[src/pkg/rtseq_pkg.sv]
// Package of constants and types for the reset time-out sequencer
package rtseq_pkg;

	// ==========================================================
	// Timing
	localparam int CLK_PERIOD_NS   = 4;
	localparam int DELAY_TIME_MS   = 96;
	localparam int DELAY_CYCLES    = (DELAY_TIME_MS * 1000000 + CLK_PERIOD_NS - 1) / CLK_PERIOD_NS;
	localparam int STARTUP_PERIODS = 1024;
	localparam int DELAY_W         = 25;
	localparam int STARTUP_W       = 11;

	// ==========================================================
	// Flag reset values
	localparam logic FLAG_SET     = 1'b1;
	localparam logic FLAG_CLR     = 1'b0;

	// ==========================================================
	// Oscillator configuration
	typedef enum logic [1:0] {
		OSC_LOW_FREQ_CRYSTAL = 2'h0,
		OSC_CRYSTAL          = 2'h1,
		OSC_EXTERNAL_CLOCK   = 2'h2,
		OSC_RESISTOR_CAP     = 2'h3
	} rtseq_osc_mode_t;

	// ==========================================================
	// Sequencer states, one-hot
	typedef enum logic [4:0] {
		S_POR   = 5'h01,
		S_HOLD  = 5'h02,
		S_TIME  = 5'h04,
		S_RUN   = 5'h08,
		S_SLEEP = 5'h10
	} rtseq_state_t;

	// Kind of time-out owed to the pending event
	typedef enum logic [1:0] {
		K_NONE  = 2'h0,
		K_POWER = 2'h1,
		K_WAKE  = 2'h2
	} rtseq_kind_t;

	// ==========================================================
	// Carriers
	typedef struct packed {
		logic sleepEnter;
		logic wakeEvent;
		logic watchdogTimeout;
		logic watchdogClear;
	} rtseq_core_ev_t;

	typedef struct packed {
		logic deviceReset;
		logic watchdogExpiredFlag;
		logic sleepEnteredFlag;
		logic oscCounterBusy;
		logic delayTimerBusy;
	} rtseq_status_t;

endpackage

[src/hdl/rtseq_top.sv]
// Reset time-out sequencer: start-up counter, power-up delay and reset-cause flags
// ==========================================================
// Overview of operation
// - Start-up counter holds device 1024 oscillator periods after power-on or wake.
// - Start-up delay on power-on in all modes; on wake-up from sleep only in crystal modes.
// - Counter advances on oscillator pin pulses once amplitude crosses input thresholds.
// - After power-on trip with master clear high, both timers start together.
// - Power-up greater of 96 ms/1024 periods; wake 1024 in crystal; clear none.
// - Time-out sequence begins once master clear pin is high; a low pin restarts it.
// - Power-on, master clear in run, or watchdog clear set both flags to one.
// - Master clear in sleep or interrupt wake sets expired flag, clears sleep flag.
// - Watchdog reset clears expired flag; sleep flag one in run, zero in sleep.
module rtseq_top
	import rtseq_pkg::*;
#(
	parameter int STARTUP_COUNT = STARTUP_PERIODS,
	parameter int DELAY_COUNT   = DELAY_CYCLES
) (
	// Clock and reset
	input  wire logic            clk,
	input  wire logic            reset,
	input  wire logic            clkEn,
	// Asynchronous pins and analog indications
	input  wire logic            porTrip,
	input  wire logic            masterClearPin,
	input  wire logic            oscillatorInputPin,
	input  wire logic            oscAmplitudeOk,
	// Configuration
	input  wire rtseq_osc_mode_t oscMode,
	// Core events, one-cycle pulses
	input  wire rtseq_core_ev_t  coreEv,
	// Status
	output rtseq_status_t        status
);

	// ==========================================================
	// Pin synchronisers
	logic [3:0] syncA_r, syncA_nxt;
	logic [3:0] syncB_r, syncB_nxt;
	logic       oscPrev_r, oscPrev_nxt;
	logic       porOk, clearHigh, oscLevel, oscAmp, oscEdge;

	always_comb begin
		syncA_nxt   = {porTrip, masterClearPin, oscillatorInputPin, oscAmplitudeOk};
		syncB_nxt   = syncA_r;
		oscPrev_nxt = syncB_r[1];
	end

	assign porOk     = syncB_r[3];
	assign clearHigh = syncB_r[2];
	assign oscLevel  = syncB_r[1];
	assign oscAmp    = syncB_r[0];
	assign oscEdge   = oscLevel & ~oscPrev_r;

	always_ff @(posedge clk) begin
		if (reset) begin
			syncA_r   <= 4'h0;
			syncB_r   <= 4'h0;
			oscPrev_r <= 1'b0;
		end else if (clkEn) begin
			syncA_r   <= syncA_nxt;
			syncB_r   <= syncB_nxt;
			oscPrev_r <= oscPrev_nxt;
		end
	end

	// ==========================================================
	// Sequencer and flags
	rtseq_state_t state_r, state_nxt;
	rtseq_kind_t  kind_r, kind_nxt;
	logic         expired_r, expired_nxt;
	logic         slept_r, slept_nxt;
	logic         rstOut_r, rstOut_nxt;
	logic [STARTUP_W-1:0] startCnt_r, startCnt_nxt;
	logic [DELAY_W-1:0]   delayCnt_r, delayCnt_nxt;
	logic         crystal, needStart, needDelay, startDone, delayDone, allDone;

	assign crystal   = (oscMode == OSC_CRYSTAL) || (oscMode == OSC_LOW_FREQ_CRYSTAL);
	// Power-up always owes both; wake owes the counter only with a crystal
	assign needStart = (kind_r == K_POWER) || ((kind_r == K_WAKE) && crystal);
	assign needDelay = (kind_r == K_POWER);
	assign startDone = (startCnt_r == STARTUP_W'(STARTUP_COUNT));
	assign delayDone = (delayCnt_r == DELAY_W'(DELAY_COUNT));
	assign allDone   = (!needStart || startDone) && (!needDelay || delayDone);

	always_comb begin
		state_nxt   = state_r;
		kind_nxt    = kind_r;
		expired_nxt = expired_r;
		slept_nxt   = slept_r;
		startCnt_nxt = startCnt_r;
		delayCnt_nxt = delayCnt_r;
		if (!porOk) begin
			state_nxt   = S_POR;
			kind_nxt    = K_POWER;
			expired_nxt = FLAG_SET;
			slept_nxt   = FLAG_SET;
		end else begin
			unique case (state_r)
				S_POR: begin
					// Trip point reached: start at once if master clear already high
					state_nxt = clearHigh ? S_TIME : S_HOLD;
				end
				S_HOLD: begin
					if (clearHigh) begin
						state_nxt = S_TIME;
					end
				end
				S_TIME: begin
					if (!clearHigh) begin
						state_nxt = S_HOLD;
					end else if (allDone) begin
						state_nxt = S_RUN;
					end
				end
				S_RUN: begin
					if (!clearHigh) begin
						state_nxt   = S_HOLD;
						kind_nxt    = K_NONE;
						expired_nxt = FLAG_SET;
						slept_nxt   = FLAG_SET;
					end else if (coreEv.watchdogTimeout) begin
						state_nxt   = S_TIME;
						kind_nxt    = K_NONE;
						expired_nxt = FLAG_CLR;
						slept_nxt   = FLAG_SET;
					end else if (coreEv.sleepEnter) begin
						state_nxt = S_SLEEP;
					end else if (coreEv.watchdogClear) begin
						expired_nxt = FLAG_SET;
						slept_nxt   = FLAG_SET;
					end
				end
				S_SLEEP: begin
					if (!clearHigh) begin
						state_nxt   = S_HOLD;
						kind_nxt    = K_WAKE;
						expired_nxt = FLAG_SET;
						slept_nxt   = FLAG_CLR;
					end else if (coreEv.watchdogTimeout) begin
						state_nxt   = S_TIME;
						kind_nxt    = K_WAKE;
						expired_nxt = FLAG_CLR;
						slept_nxt   = FLAG_CLR;
					end else if (coreEv.wakeEvent) begin
						state_nxt   = S_TIME;
						kind_nxt    = K_WAKE;
						expired_nxt = FLAG_SET;
						slept_nxt   = FLAG_CLR;
					end
				end
			endcase
		end
		// Timers restart whenever the sequence is not running
		if (state_nxt != S_TIME || state_r != S_TIME) begin
			startCnt_nxt = '0;
			delayCnt_nxt = '0;
		end else begin
			if (needStart && !startDone && oscAmp && oscEdge) begin
				startCnt_nxt = startCnt_r + STARTUP_W'(1);
			end
			if (needDelay && !delayDone) begin
				delayCnt_nxt = delayCnt_r + DELAY_W'(1);
			end
		end
		rstOut_nxt = !((state_nxt == S_RUN) || (state_nxt == S_SLEEP));
	end

	always_ff @(posedge clk) begin
		if (reset) begin
			state_r   <= S_POR;
			kind_r    <= K_POWER;
			expired_r <= FLAG_SET;
			slept_r   <= FLAG_SET;
			rstOut_r  <= 1'b1;
			startCnt_r <= '0;
			delayCnt_r <= '0;
		end else if (clkEn) begin
			state_r   <= state_nxt;
			kind_r    <= kind_nxt;
			expired_r <= expired_nxt;
			slept_r   <= slept_nxt;
			rstOut_r  <= rstOut_nxt;
			startCnt_r <= startCnt_nxt;
			delayCnt_r <= delayCnt_nxt;
		end
	end

	always_comb begin
		status.deviceReset         = rstOut_r;
		status.watchdogExpiredFlag = expired_r;
		status.sleepEnteredFlag    = slept_r;
		status.oscCounterBusy      = (state_r == S_TIME) && needStart && !startDone;
		status.delayTimerBusy      = (state_r == S_TIME) && needDelay && !delayDone;
	end
endmodule

[config.mk]
export PLATFORM = sky130hd
export DESIGN_NAME = rtseq_top
export DESIGN_NICKNAME = d
export VERILOG_FILES = /design/src/pkg/rtseq_pkg.sv /design/src/hdl/rtseq_top.sv
export SDC_FILE = /design/constraint.sdc
export NUM_CORES = 1
export LEC_CHECK = 0
export BUFFER_PORTS_ARGS = -buffer_cell sky130_fd_sc_hd__buf_2
export CAP_MARGIN = 20
export CORE_ASPECT_RATIO = 0.75
export CORE_MARGIN = 5
export CORE_UTILIZATION = 45
export CTS_BUF_LIST = sky130_fd_sc_hd__clkbuf_4 sky130_fd_sc_hd__clkbuf_8
export CTS_CLUSTER_DIAMETER = 30
export DETAILED_ROUTE_END_ITERATION = 10
export HOLD_SLACK_MARGIN = 0.1
export MAX_ROUTING_LAYER = met4
export SLEW_MARGIN = 20
export SYNTH_ARGS = -nofsm -noshare
export SYNTH_HDL_FRONTEND = slang
export SYNTH_SLANG_ARGS = --single-unit
[constraint.sdc]
create_clock -name clk -period 2.75 [get_ports clk]
set_input_delay 0.4125 -clock clk [delete_from_list [all_inputs] [get_ports clk]]
set_output_delay 0.4125 -clock clk [all_outputs]
set_load 0.01 [all_outputs]
# [After elaboration in Yosys (flattened, before gate mapping)]
# Cells that the tools add are included.
[classes] bitwise_logic=2 eq_ne=19 n_reduce_logical=28 addsub=2 muxes=39
[ops] op="$mux W25" n=2
[ops] op="$mux W5" n=10
[ops] op="$add A25 B1 Y25 const B" n=1
[ops] op="$eq A25 B25 Y1 const B" n=1
[ops] op="$pmux W5 S5" n=1
[ops] op="$mux W11" n=2
[ops] op="$ne A5 B5 Y1 const B" n=3
[ops] op="$mux W1" n=14
[ops] op="$mux W2" n=6
[ops] op="$add A11 B1 Y11 const B" n=1
[ops] op="$eq A11 B11 Y1 const B" n=1
[ops] op="$eq A5 B4 Y1 const B" n=2
[ops] op="$eq A5 B5 Y1 const B" n=2
[ops] op="$logic_and A1 B1 Y1" n=10
[ops] op="$ne A5 B3 Y1 const B" n=2
[ops] op="$logic_or A1 B1 Y1" n=6
[ops] op="$eq A5 B1 Y1 const B" n=1
[ops] op="$eq A5 B2 Y1 const B" n=1
[ops] op="$eq A5 B3 Y1 const B" n=1
[ops] op="$logic_not A1 Y1" n=5
[ops] op="$reduce_and A5 Y1" n=1
[ops] op="$eq A2 B1 Y1 const B" n=2
[ops] op="$ne A4 B4 Y1 const B" n=1
[ops] op="$pmux W1 S2" n=2
[ops] op="10 further kinds" n=12
[totals] word_cells=100 out_inout_bits=5 regBits=55 input_bits=13

# [Logic depth before layout (Yosys ltp)]
# Gate-level depths: netlist (run 1).
[depth] depth_word=15 ltp_mapped=10 mapped_depth_nobuf=8

# [Worst setup path after synthesis (run 1)]
# Ideal clock, no wire load.
[synth_timing] kind="reg-to-reg" from="register delayCnt_r[0]" to="register delayCnt_r[23]" period_less_slack_ns=2.127 setup_slack_ns=0.623 n_path_buf=1 stages_incl_launch_ff=10 required_time_ns=2.676 t_arrival_ns=2.052 setup_ns=0.074 cell_sequence="dfxtp_1 > inv_1 > ha_1 > nor4bb_1 > and4_1 > a21o_1 > or2_1 > buf_6 > or4_1 > o21ai_0"
[synth_via] elab_chain_cells=11 elab_cells_between_ends=16 cone_classes="add/sub (1); eq/ne (2); mux (6); reduce/logical (7)"
[synth_lines] element="from (decl)" line_no="rtseq_top.sv:75" rtl="logic [DELAY_W-1:0] delayCnt_r, delayCnt_nxt;"
[synth_lines] element="from (signal assigned)" line_no="rtseq_top.sv:185" rtl="delayCnt_r <= delayCnt_nxt;"
[synth_lines] element="$eq A25 B25 Y1" line_no="rtseq_top.sv:83" rtl="assign delayDone = (delayCnt_r == DELAY_W'(DELAY_COUNT));"
[synth_lines] element="$logic_or A1 B1 Y1" line_no="rtseq_top.sv:84" rtl="assign allDone = (!needStart || startDone) && (!needDelay || delayDone);"
[synth_lines] element="$logic_and A1 B1 Y1" line_no="rtseq_top.sv:84"
[synth_lines] element="$mux W5" line_no="rtseq_top.sv:112" rtl="end else if (allDone) begin"
[synth_lines] element="$mux W5" line_no="rtseq_top.sv:110" rtl="if (!clearHigh) begin"
[synth_lines] element="$pmux W5 S5" line_no="rtseq_top.sv:99" rtl="unique case (state_r)"
[synth_lines] element="$mux W5" line_no="rtseq_top.sv:93" rtl="if (!porOk) begin"
[synth_lines] element="$ne A5 B3 Y1" line_no="rtseq_top.sv:155" rtl="if (state_nxt != S_TIME || state_r != S_TIME) begin"
[synth_lines] element="$logic_or A1 B1 Y1" line_no="rtseq_top.sv:155"
[synth_lines] element="$reduce_bool A2 Y1 (no line)"
[synth_lines] element="$reduce_and A2 Y1 (no line)"
# Several ways; a longest one is shown, not always the timed one. The select of a mux whose other input is x is not followed.
# A chain may end at the register's enable or synchronous reset.

==> results of run 1 <==
[logic make-up (layout without fill, tap and decap cells)]
family / Yosys count / in the layout / synth area share (%)
simple gates: 161 / 161 / 29.2
mux: 15 / 15 / 4.85
flops: 55 / 55 / 35.6
xor+xnor: 6 / 6 / 1.70
buf+inv: 43 / 57 / 7.16
fa+ha+maj: 4 / 4 / 1.62
compound gates: 96 / 96 / 19.9
[critical path: stages, from the launching register on]
cell	delay [ns]
dfxtp_1	0.36
inv_1	0.08
ha_1	0.15
nor4bb_1	0.36
and4_1	0.30
a21o_1	0.31
nor2_1	0.08
buf_2	0.14
[synth_stat cells, types with 2 or more instances]
| cell type | number |
|---|---|
| a21o_1 | 5 |
| o21ai_0 | 19 |
| and3_1 | 5 |
| nor4b_1 | 5 |
| o22ai_1 | 2 |
| buf_6 | 5 |
| o211a_1 | 2 |
| o21ai_2 | 2 |
| a41oi_1 | 4 |
| nand4_1 | 9 |
| nor4_1 | 4 |
| a31oi_1 | 14 |
| nand2_1 | 36 |
| nand2b_1 | 6 |
| and2_1 | 5 |
| clkinv_1 | 2 |
| nand3_1 | 22 |
| a22o_1 | 2 |
| nor2_1 | 32 |
| a211oi_1 | 2 |
| o2111ai_1 | 2 |
| ha_1 | 4 |
| and4_1 | 5 |
| inv_1 | 21 |
| buf_2 | 3 |
| xor2_1 | 5 |
| a21oi_1 | 31 |
| nor3_1 | 8 |
| clkbuf_1 | 6 |
| dfxtp_1 | 55 |
| or3_1 | 7 |
| nand3b_1 | 3 |
| mux2i_1 | 15 |
| or2_2 | 3 |
| buf_4 | 5 |
[worst max path at each step]
stage                       start              to  slack (ns)  cells after the start
floorplan           delayCnt_r[0]  delayCnt_r[23]        0.62                      9
global placement    startCnt_r[0]   delayCnt_r[3]        0.37                      8
detailed placement  startCnt_r[0]   delayCnt_r[3]        0.35                      8
CTS                 delayCnt_r[0]       status[0]        0.24                      7
global route        delayCnt_r[1]       status[0]        0.01                      7
finish              delayCnt_r[1]       status[0]        0.24                      7
[metrics by stage]
step           cell area, um2  total power, uW  worst slack, ns
3_3_place_gp             3220              940            0.372
4_1_cts                  3310             1400            0.244
3_5_place_dp             3220              942            0.348
6_report                 3310             1380            0.239
2_1_floorplan            3090              907            0.623
5_1_grt                  3310             1450           0.0104
[layout make-up]
cell class	count	area share, %
clock buffer	5	2.08
sequential	55	33.2
tap	84	3.17
clock inverter	3	0.604
timing repair buffer	26	4.68
inverter	23	2.61
multi-input combinational	282	53.6
[flip-flops by register name (all words and copies together) (netlist names)]
register and flops:
delayCnt_r 25, startCnt_r 11, state_r 5, syncA_r 4, syncB_r 4, kind_r 2, expired_r 1, oscPrev_r 1
rstOut_r 1, slept_r 1
[routing by layer]
metal | track usage (%) | share of wire, % | up-vias
li1 | - | - | 1407
met1 | 26.2 | 53 | 1302
met2 | 25.4 | 41 | 66
met3 | 3.06 | 5.5 | 6
met4 | 4.01 | 0.73 | 0
met5 | - | 0 | -
[power by group through the flow]
stage | combinational [uW] | clock [uW] | sequential [uW]
4_1_cts | 106 | 475 | 818
6_report | 106 | 456 | 818
3_3_place_gp | 104 | 0 | 836
5_1_grt | 118 | 515 | 820
3_5_place_dp | 106 | 0 | 836
2_1_floorplan | 74.3 | 0 | 833
[layout by cell type (no fill, tap or decap), drive strengths merged, types with 2 or more instances in the layout]
master,count
a211oi,2
a21o,5
a21oi,31
a22o,2
a31oi,14
a41oi,4
and2,5
and3,6
and4,5
buf,26
clkbuf,5
clkinv,3
clkinvlp,2
dfxtp,55
ha,4
inv,21
mux2i,15
nand2,36
nand2b,7
nand3,22
nand3b,3
nand4,10
nor2,32
nor3,9
nor4,4
nor4b,6
o2111ai,2
o211a,2
o21ai,21
o22ai,2
o31a,2
or2,4
or3,7
xor2,5
==> impl_metrics.py, run 1 <==
metrics = {
    "grt": {
        "grt_start_max_net_pins": 21,
        "antenna_found_initial": 0,
        "track_usage_pct": 17.8,
        "grt_pass1_vias": 2474,
        "grt_overflow_total": 0,
        "grt_pass1_wl_mm": 12.2,
    },
    "pwr": {
        "pwr-share-comb_pct": 7.7,
        "power.share.switching_pct": 25.7,
        "leakage_uw": 0.00118,
        "seq_power_share_pct": 59.3,
        "power_density_nw_per_um2": 417,
        "clock_power_share_pct": 33.1,
        "peakVddDrop_mv": 0.226,
        "p_switching_uw": 354,
        "p_int_uw": 1030,
    },
    "timing": {
        "whs_ns": 0.334,
        "max_freq_mhz": 398,
        "drv_slew": 0,
        "tightest_slew_ns": 0.786,
        "fin_skew_ns": 0.00554,
        "setup_tns_ns": 0,
        "setup_violations": 0,
        "min_period_ns": 2.51,
        "slew_headroom_pct": 47.1,
        "final.period_utilization_pct": 91.3,
        "finalHoldViolations": 0,
        "rsz0062_at_grt": "no",
    },
    "clocking": {
        "ctsResizeCount": 0,
        "post_cts_buffers": 0,
        "cts_tree": "yes",
        "clock_latency_ns": 0.31,
        "cts_buffers": 5,
        "cts_max_level": 2,
        "cts.sinks": 55,
        "cts-root-buf": "clkbuf_8",
        "clkTransAtPathRegs_ns": 0.10,
        "postCtsHoldBufs": 0,
        "clockBufferDepth": 2,
    },
    "cells_and_area": {
        "nFillCells": 674,
        "final_util_pct": 49.2,
        "final_nets": 410,
        "multiInputGateArea_um2": 1780,
        "regArea_um2": 1100,
        "diodes": 0,
        "drive_above_1_share_pct": 12.4,
        "synthToLayoutAreaGrowth_pct": 7.08,
        "fin_cells": 478,
    },
    "drt": {
        "route.detailed.drc": 0,
        "vias_per_cell": 5.82,
        "drt_first_pass_iters": 4,
        "drt-total-wl_mm": 7.11,
        "wl_per_cell_um": 14.9,
        "vias": 2781,
        "drt-initial-drc-count": 234,
        "ant_nets": 0,
    },
    "yosys": {
        "yosysSeqAreaShare_pct": 35.6,
        "yosysWarnings": 0,
        "synth.ff_latch_count": 55,
        "avgSynthCellArea_um2": 8.14,
        "synth_largest_area_cell": "dfxtp_1",
        "syn_inst": 380,
        "synth-async-reset-ratio_pct": 0,
        "synth-edff-count": 0,
        "ys_top_cells_by_area": "dfxtp_1, a21oi_1, mux2i_1, nand2_1, nor2_1",
        "synth.cell_area_um2": 3090,
        "ys.flop_type": "dfxtp_1",
        "syn-num-nets": 397,
        "ys_types": 59,
        "synth_top_area_share_pct": 35.6,
    },
    "setup_path": {
        "critPathKind": "reg -> out",
        "worst_ep_required_time_ns": 2.34,
        "r2r_end": "delayCnt_r[5]",
        "r2r_setup_slack_ns": 0.36,
        "crit_path_end_kind": "output port",
        "crit_fanout": 8,
        "start_kind": "register",
        "rr_startpoint": "startCnt_r[0]",
        "cp.arrival_ns": 2.10,
        "rr_worst_depth": 9,
    },
    "worst_hold_path": {
        "min_to": "syncA_r[2]",
        "hold_path.class": "in -> reg",
        "worstHoldStart": "masterClearPin",
        "hold_depth": 3,
    },
    "placed_design": {
        "numPortBuffers": 16,
        "dp_hpwl_mm": 5.13,
        "dp_cells": 470,
        "gp_congestion": 0.876,
    },
    "floorplan": {
        "ioPinCount": 18,
        "dieWidth_um": 106,
        "rows": 26,
        "initial_core_util_pct": 45.9,
        "core_area_um2": 6730,
        "die_height_um": 81.8,
        "die-area_um2": 8650,
    },
    "run_status": {
        "status": "finished, final reports clean",
    },
    "job": {
        "drv_cap": 0,
    },
}
Power figures use the tool's default switching activity.
==> run 2, diff against run 1 <==
- CORE_UTILIZATION: 45 -> 30
- clock period: 2.75 -> 2.7 ns (I/O delays scaled with it)
==> impl_metrics.py, run 2 (synthesis gave the netlist of run 1 again) <==
metrics = {
    "run_status": {
        "status": "finished, final reports clean",
    },
    "placed_design": {
        "pre_cts_ws_ns": 0.315,
        "dp_hpwl_mm": 5.34,
        "numPortBuffers": 16,
        "dp_cells": 524,
        "gp_congestion": 0.883,
        "placed_area_um2": 3300,
    },
    "timing": {
        "rsz0062_at_grt": "no",
        "tightest_slew_ns": 0.756,
        "setup_tns_ns": 0,
        "min_period_ns": 2.52,
        "setup_violations": 0,
        "slew_headroom_pct": 49.1,
        "drv_slew": 0,
        "fin_skew_ns": 0.0154,
        "finalHoldViolations": 0,
        "setup_ws_ns": 0.183,
        "final.period_utilization_pct": 93.2,
        "max_freq_mhz": 397,
    },
    "pwr": {
        "p_switching_uw": 382,
        "p_int_uw": 1060,
        "leakage_uw": 0.00120,
        "clock_power_share_pct": 34.4,
        "pwr-share-comb_pct": 7.7,
        "peakVddDrop_mv": 0.223,
        "power_density_nw_per_um2": 423,
        "power.share.switching_pct": 26.5,
        "power_uw": 1440,
        "seq_power_share_pct": 57.9,
    },
    "grt": {
        "grt_pass1_vias": 2677,
        "grt_overflow_total": 0,
        "grt_pass1_wl_mm": 13.0,
        "antenna_found_initial": 0,
        "track_usage_pct": 12.8,
        "grt_start_max_net_pins": 24,
    },
    "setup_path": {
        "r2r_setup_slack_ns": 0.32,
        "start_kind": "register",
        "cpLargestDelayFamily": "simple AND/OR/NAND/NOR gates",
        "slowest_stage": "dfxtp_1",
        "worst_ep_required_time_ns": 2.30,
        "critPathKind": "reg -> out",
        "crit_buf_inv": 2,
        "crit_path_end_kind": "output port",
        "cp.arrival_ns": 2.11,
        "critical_path.max_stage_delay_ns": 0.38,
        "crit_fanout": 8,
        "critical_path.cell_chain": "inv_1 > ha_1 > nor4bb_2 > and4_1 > a21o_1 > nor2_1 > buf_2",
    },
    "cells_and_area": {
        "fin_cells": 532,
        "diodes": 0,
        "synthToLayoutAreaGrowth_pct": 10.1,
        "fin_area_um2": 3400,
        "nFillCells": 1101,
        "final_cell_mix": "dfxtp_1, nand2_1, nor2_1",
        "mostFrequentLayoutCell": "dfxtp_1",
        "final_nets": 412,
        "max_flop_register": "delayCnt_r",
        "multiInputGateArea_um2": 1780,
        "reg_top3": "delayCnt_r: 25 flops, startCnt_r: 11 flops, state_r: 5 flops",
        "regArea_um2": 1100,
        "drive_above_1_share_pct": 13.1,
        "largest_register_ffs": 25,
    },
    "job": {
        "drv_cap": 0,
    },
    "clocking": {
        "cts_tree": "yes",
        "cts.sinks": 55,
        "cts-root-buf": "clkbuf_8",
        "post_cts_buffers": 0,
        "clkTransAtPathRegs_ns": 0.11,
        "clockBufferDepth": 2,
        "cts_buffers": 5,
        "cts_max_level": 2,
        "clock_latency_ns": 0.33,
    },
    "floorplan": {
        "rows": 32,
        "dieWidth_um": 127,
        "core_area_um2": 10200,
        "initial_core_util_pct": 30.4,
        "die_height_um": 97.9,
        "die-area_um2": 12500,
        "ioPinCount": 18,
    },
    "drt": {
        "drt-initial-drc-count": 224,
        "drt-total-wl_mm": 7.32,
        "route.detailed.drc": 0,
        "vias": 2787,
        "ant_nets": 0,
        "wl_per_cell_um": 13.8,
        "vias_per_cell": 5.24,
        "drt_first_pass_iters": 5,
    },
    "worst_hold_path": {
        "hold_path.class": "in -> reg",
    },
}
==> run 2: area by class of cell <==
type / instances / area share [%]
flip-flops and latches: 55 / 32.3
repair buffers: 28 / 5.00
inverters: 23 / 2.54
well taps: 136 / 5.00
multi-input cells: 282 / 52.3
clock buffers: 5 / 2.02
clock inverters: 3 / 0.772
==> run 2: power by group through the flow <==
stage | Sequential [uW] | Clock, uW | Combinational [uW]
2_1_floorplan | 848 | 0 | 75.7
3_3_place_gp | 852 | 0 | 109
3_5_place_dp | 852 | 0 | 110
4_1_cts | 834 | 511 | 111
5_1_grt | 836 | 543 | 125
6_report | 834 | 495 | 111
==> run 2: worst paths after layout <==
check / cells after the start / endpoint / start
setup reg to reg: 8 / delayCnt_r[23] / delayCnt_r[0]
hold / removal: 3 / syncA_r[2] / masterClearPin
hold reg to reg: 2 / kind_r[0] / kind_r[0]
setup / recovery: 7 / status[0] / delayCnt_r[0]
==> run 2: worst register-to-register path: cells and delay by family, from the launching register on <==
family | cells | cell delay (ns)
AND/OR/NAND/NOR | 4 | 1.29
flip-flops | 1 | 0.44
adder cells (fa/ha/maj) | 1 | 0.19
buffers and inverters | 1 | 0.07
AO/OA/AOI/OAI | 2 | 0.33
==> run 2: metal layers <==
| layer | part of all wire (%) | GRT usage [%] | wire length [um] | vias to the layer above |
|---|---|---|---|---|
| li1 | - | - | - | 1407 |
| met1 | 51 | 18.5 | 3770 | 1283 |
| met2 | 41 | 18.3 | 2970 | 88 |
| met3 | 6.7 | 1.86 | 487 | 9 |
| met4 | 1.3 | 4.04 | 96 | 0 |
| met5 | 0 | - | 0 | - |
==> run 2: repair_timing <==
item,4_1_cts,5_1_grt
endpoints found under the setup margin,0,1
hold buffers,0,0
resized for setup,0,1
==> run 2: per-stage QoR <==
| stage | hold WS [ns] | utilization, % |
|---|---|---|
| 2_1_floorplan | 0.432 | - |
| 3_3_place_gp | 0.449 | 32.5 |
| 3_5_place_dp | 0.455 | 32.5 |
| 4_1_cts | 0.318 | 33.4 |
| 5_1_grt | 0.323 | 33.5 |
| 6_report | 0.317 | 33.5 |
==> run 3, diff against run 2 <==
- CORE_ASPECT_RATIO: 0.75 -> 0.9
- clock period: 2.7 -> 2.2 ns (I/O delays scaled with it)
==> impl_metrics.py, run 3 (synthesis gave the netlist of run 1 again) <==
metrics = {
    "pwr": {
        "peakVddDrop_mv": 0.252,
        "p_switching_uw": 454,
        "p_int_uw": 1310,
        "leakage_uw": 0.00144,
        "clock_power_share_pct": 32.5,
        "pwr-share-comb_pct": 9.8,
        "power_density_nw_per_um2": 460,
        "power.share.switching_pct": 25.7,
        "seq_power_share_pct": 57.7,
    },
    "setup_path": {
        "cp_common_cell": "buf_6",
        "cp.arrival_ns": 1.85,
        "start_kind": "register",
        "worst_ep_required_time_ns": 1.87,
        "crit_fanout": 3,
        "critical_path.cell_chain": "inv_2 > ha_4 > nor4bb_4 > and4_4 > a21o_1 > buf_6 > buf_6 > nor2_4 > buf_6",
        "critical_path.max_stage_delay_ns": 0.34,
        "crit_path_end_kind": "output port",
        "critPathKind": "reg -> out",
        "slowest_stage": "dfxtp_2",
    },
    "timing": {
        "max_freq_mhz": 459,
        "setup_tns_ns": 0,
        "min_period_ns": 2.18,
        "final.period_utilization_pct": 99.0,
        "finalHoldViolations": 0,
        "tightest_slew_ns": 0.371,
        "fin_skew_ns": 0.00969,
        "drv_slew": 0,
        "setup_violations": 0,
        "whs_ns": 0.253,
        "slew_headroom_pct": 74.9,
        "rsz0062_at_grt": "yes",
    },
    "clocking": {
        "cts_buffers": 5,
        "clockBufferDepth": 2,
        "postCtsHoldBufs": 0,
        "clock_latency_ns": 0.31,
        "cts.sinks": 55,
        "cts-root-buf": "clkbuf_8",
        "clkTransAtPathRegs_ns": 0.10,
        "cts_tree": "yes",
        "cts_max_level": 2,
    },
    "grt": {
        "grt_start_max_net_pins": 21,
        "grt_pass1_vias": 2712,
        "track_usage_pct": 12.7,
        "grt_pass1_wl_mm": 12.6,
        "antenna_found_initial": 0,
        "grt_overflow_total": 0,
    },
    "drt": {
        "wl_per_cell_um": 13.4,
        "vias_per_cell": 5.21,
        "route.detailed.drc": 0,
        "vias": 2942,
        "drt-initial-drc-count": 216,
        "drt-total-wl_mm": 7.55,
        "drt_first_pass_iters": 4,
        "ant_nets": 0,
    },
    "cells_and_area": {
        "nFillCells": 1044,
        "fin_cells": 565,
        "final_cell_mix": "buf_4, dfxtp_1, nand2_1",
        "max_flop_register": "delayCnt_r",
        "mostFrequentLayoutCell": "buf_4",
        "reg_top3": "delayCnt_r: 25 flops, startCnt_r: 11 flops, state_r: 5 flops",
        "multiInputGateArea_um2": 1890,
        "synthToLayoutAreaGrowth_pct": 23.9,
        "final_util_pct": 37.7,
        "drive_above_1_share_pct": 26.8,
        "regArea_um2": 1110,
        "final_nets": 452,
        "diodes": 0,
        "largest_register_ffs": 25,
    },
    "placed_design": {
        "numPortBuffers": 16,
        "dp_cells": 549,
        "dp_hpwl_mm": 5.53,
        "gp_congestion": 0.841,
    },
    "floorplan": {
        "die_height_um": 106,
        "ioPinCount": 18,
        "dieWidth_um": 117,
        "die-area_um2": 12400,
        "initial_core_util_pct": 30.4,
        "rows": 35,
        "core_area_um2": 10200,
    },
    "job": {
        "drv_cap": 0,
    },
    "run_status": {
        "status": "finished, final reports clean",
    },
    "worst_hold_path": {
        "hold_path.class": "in -> reg",
    },
}
-- run 3: changes by cell type in the layout (fill, tap and decap cells not counted), moves of 3 or more --
cell,previous run,this run
buf_4,12,49
dfxtp_1,55,46
dfxtp_2,0,8
buf_6,0,3
nor4b_1,5,2
-- run 3: worst paths after layout --
check                startpoint       endpoint  slack (ns)  depth (start not counted)
setup / recovery  delayCnt_r[1]      status[0]        0.02                          9
hold / removal          porTrip     syncA_r[3]        0.25                          3
setup reg to reg  delayCnt_r[1]  delayCnt_r[5]        0.10                         10
hold reg to reg       kind_r[1]      kind_r[1]        0.46                          2
-- run 3: critical path: cells and delay by family (launching register included) --
family | cells | cell delay (ns)
DFF | 1 | 0.34
adders and majority gates | 1 | 0.13
and+or+nand+nor | 3 | 0.52
buffers and inverters | 4 | 0.38
AOI/OAI and AO/OA | 1 | 0.16
-- run 3: cell type report --
type,instances,share of cell area [%]
Clock buffer,5,1.80
Tap cell,129,4.21
Sequential cell,55,29.1
Inverter,23,2.25
Multi-Input combinational cell,282,49.2
Clock inverter,3,0.522
Timing Repair Buffer,68,13.0
-- run 3: timing repair --
| item | 4_1_cts | 5_1_grt |
|---|---|---|
| buffers inserted | 4 | 4 |
| setup endpoints to repair | 8 | 35 |
| resized for setup | 18 | 19 |
| cloned | 0 | 0 |
| pin swaps | 2 | 9 |
-- run 3: power by group through the flow --
stage	Combinational (uW)	Clock [uW]	Sequential, uW
2_1_floorplan	92.9	0	1040
3_3_place_gp	156	0	1040
3_5_place_dp	158	0	1040
4_1_cts	166	600	1020
5_1_grt	188	635	1020
6_report	172	574	1020
-- run 3: metrics by stage --
step | setup slack (ns) | instance area (um2) | power, uW
finish | 0.0228 | 3830 | 1760
global route | -0.0555 | 3830 | 1850
CTS | -0.00744 | 3750 | 1790
detailed placement | 0.00585 | 3550 | 1200
global placement | 0.0374 | 3550 | 1200
floorplan | 0.0735 | 3090 | 1130
-- run 3: metal layers --
layer / up-vias / part of all wire, % / GRT usage [%]
li1: 1489 / - / -
met3: 7 / 4.4 / 2.22
met1: 1388 / 48 / 16.9
met2: 58 / 47 / 19.7
met4: 0 / 1.0 / 3.52
met5: - / 0 / -
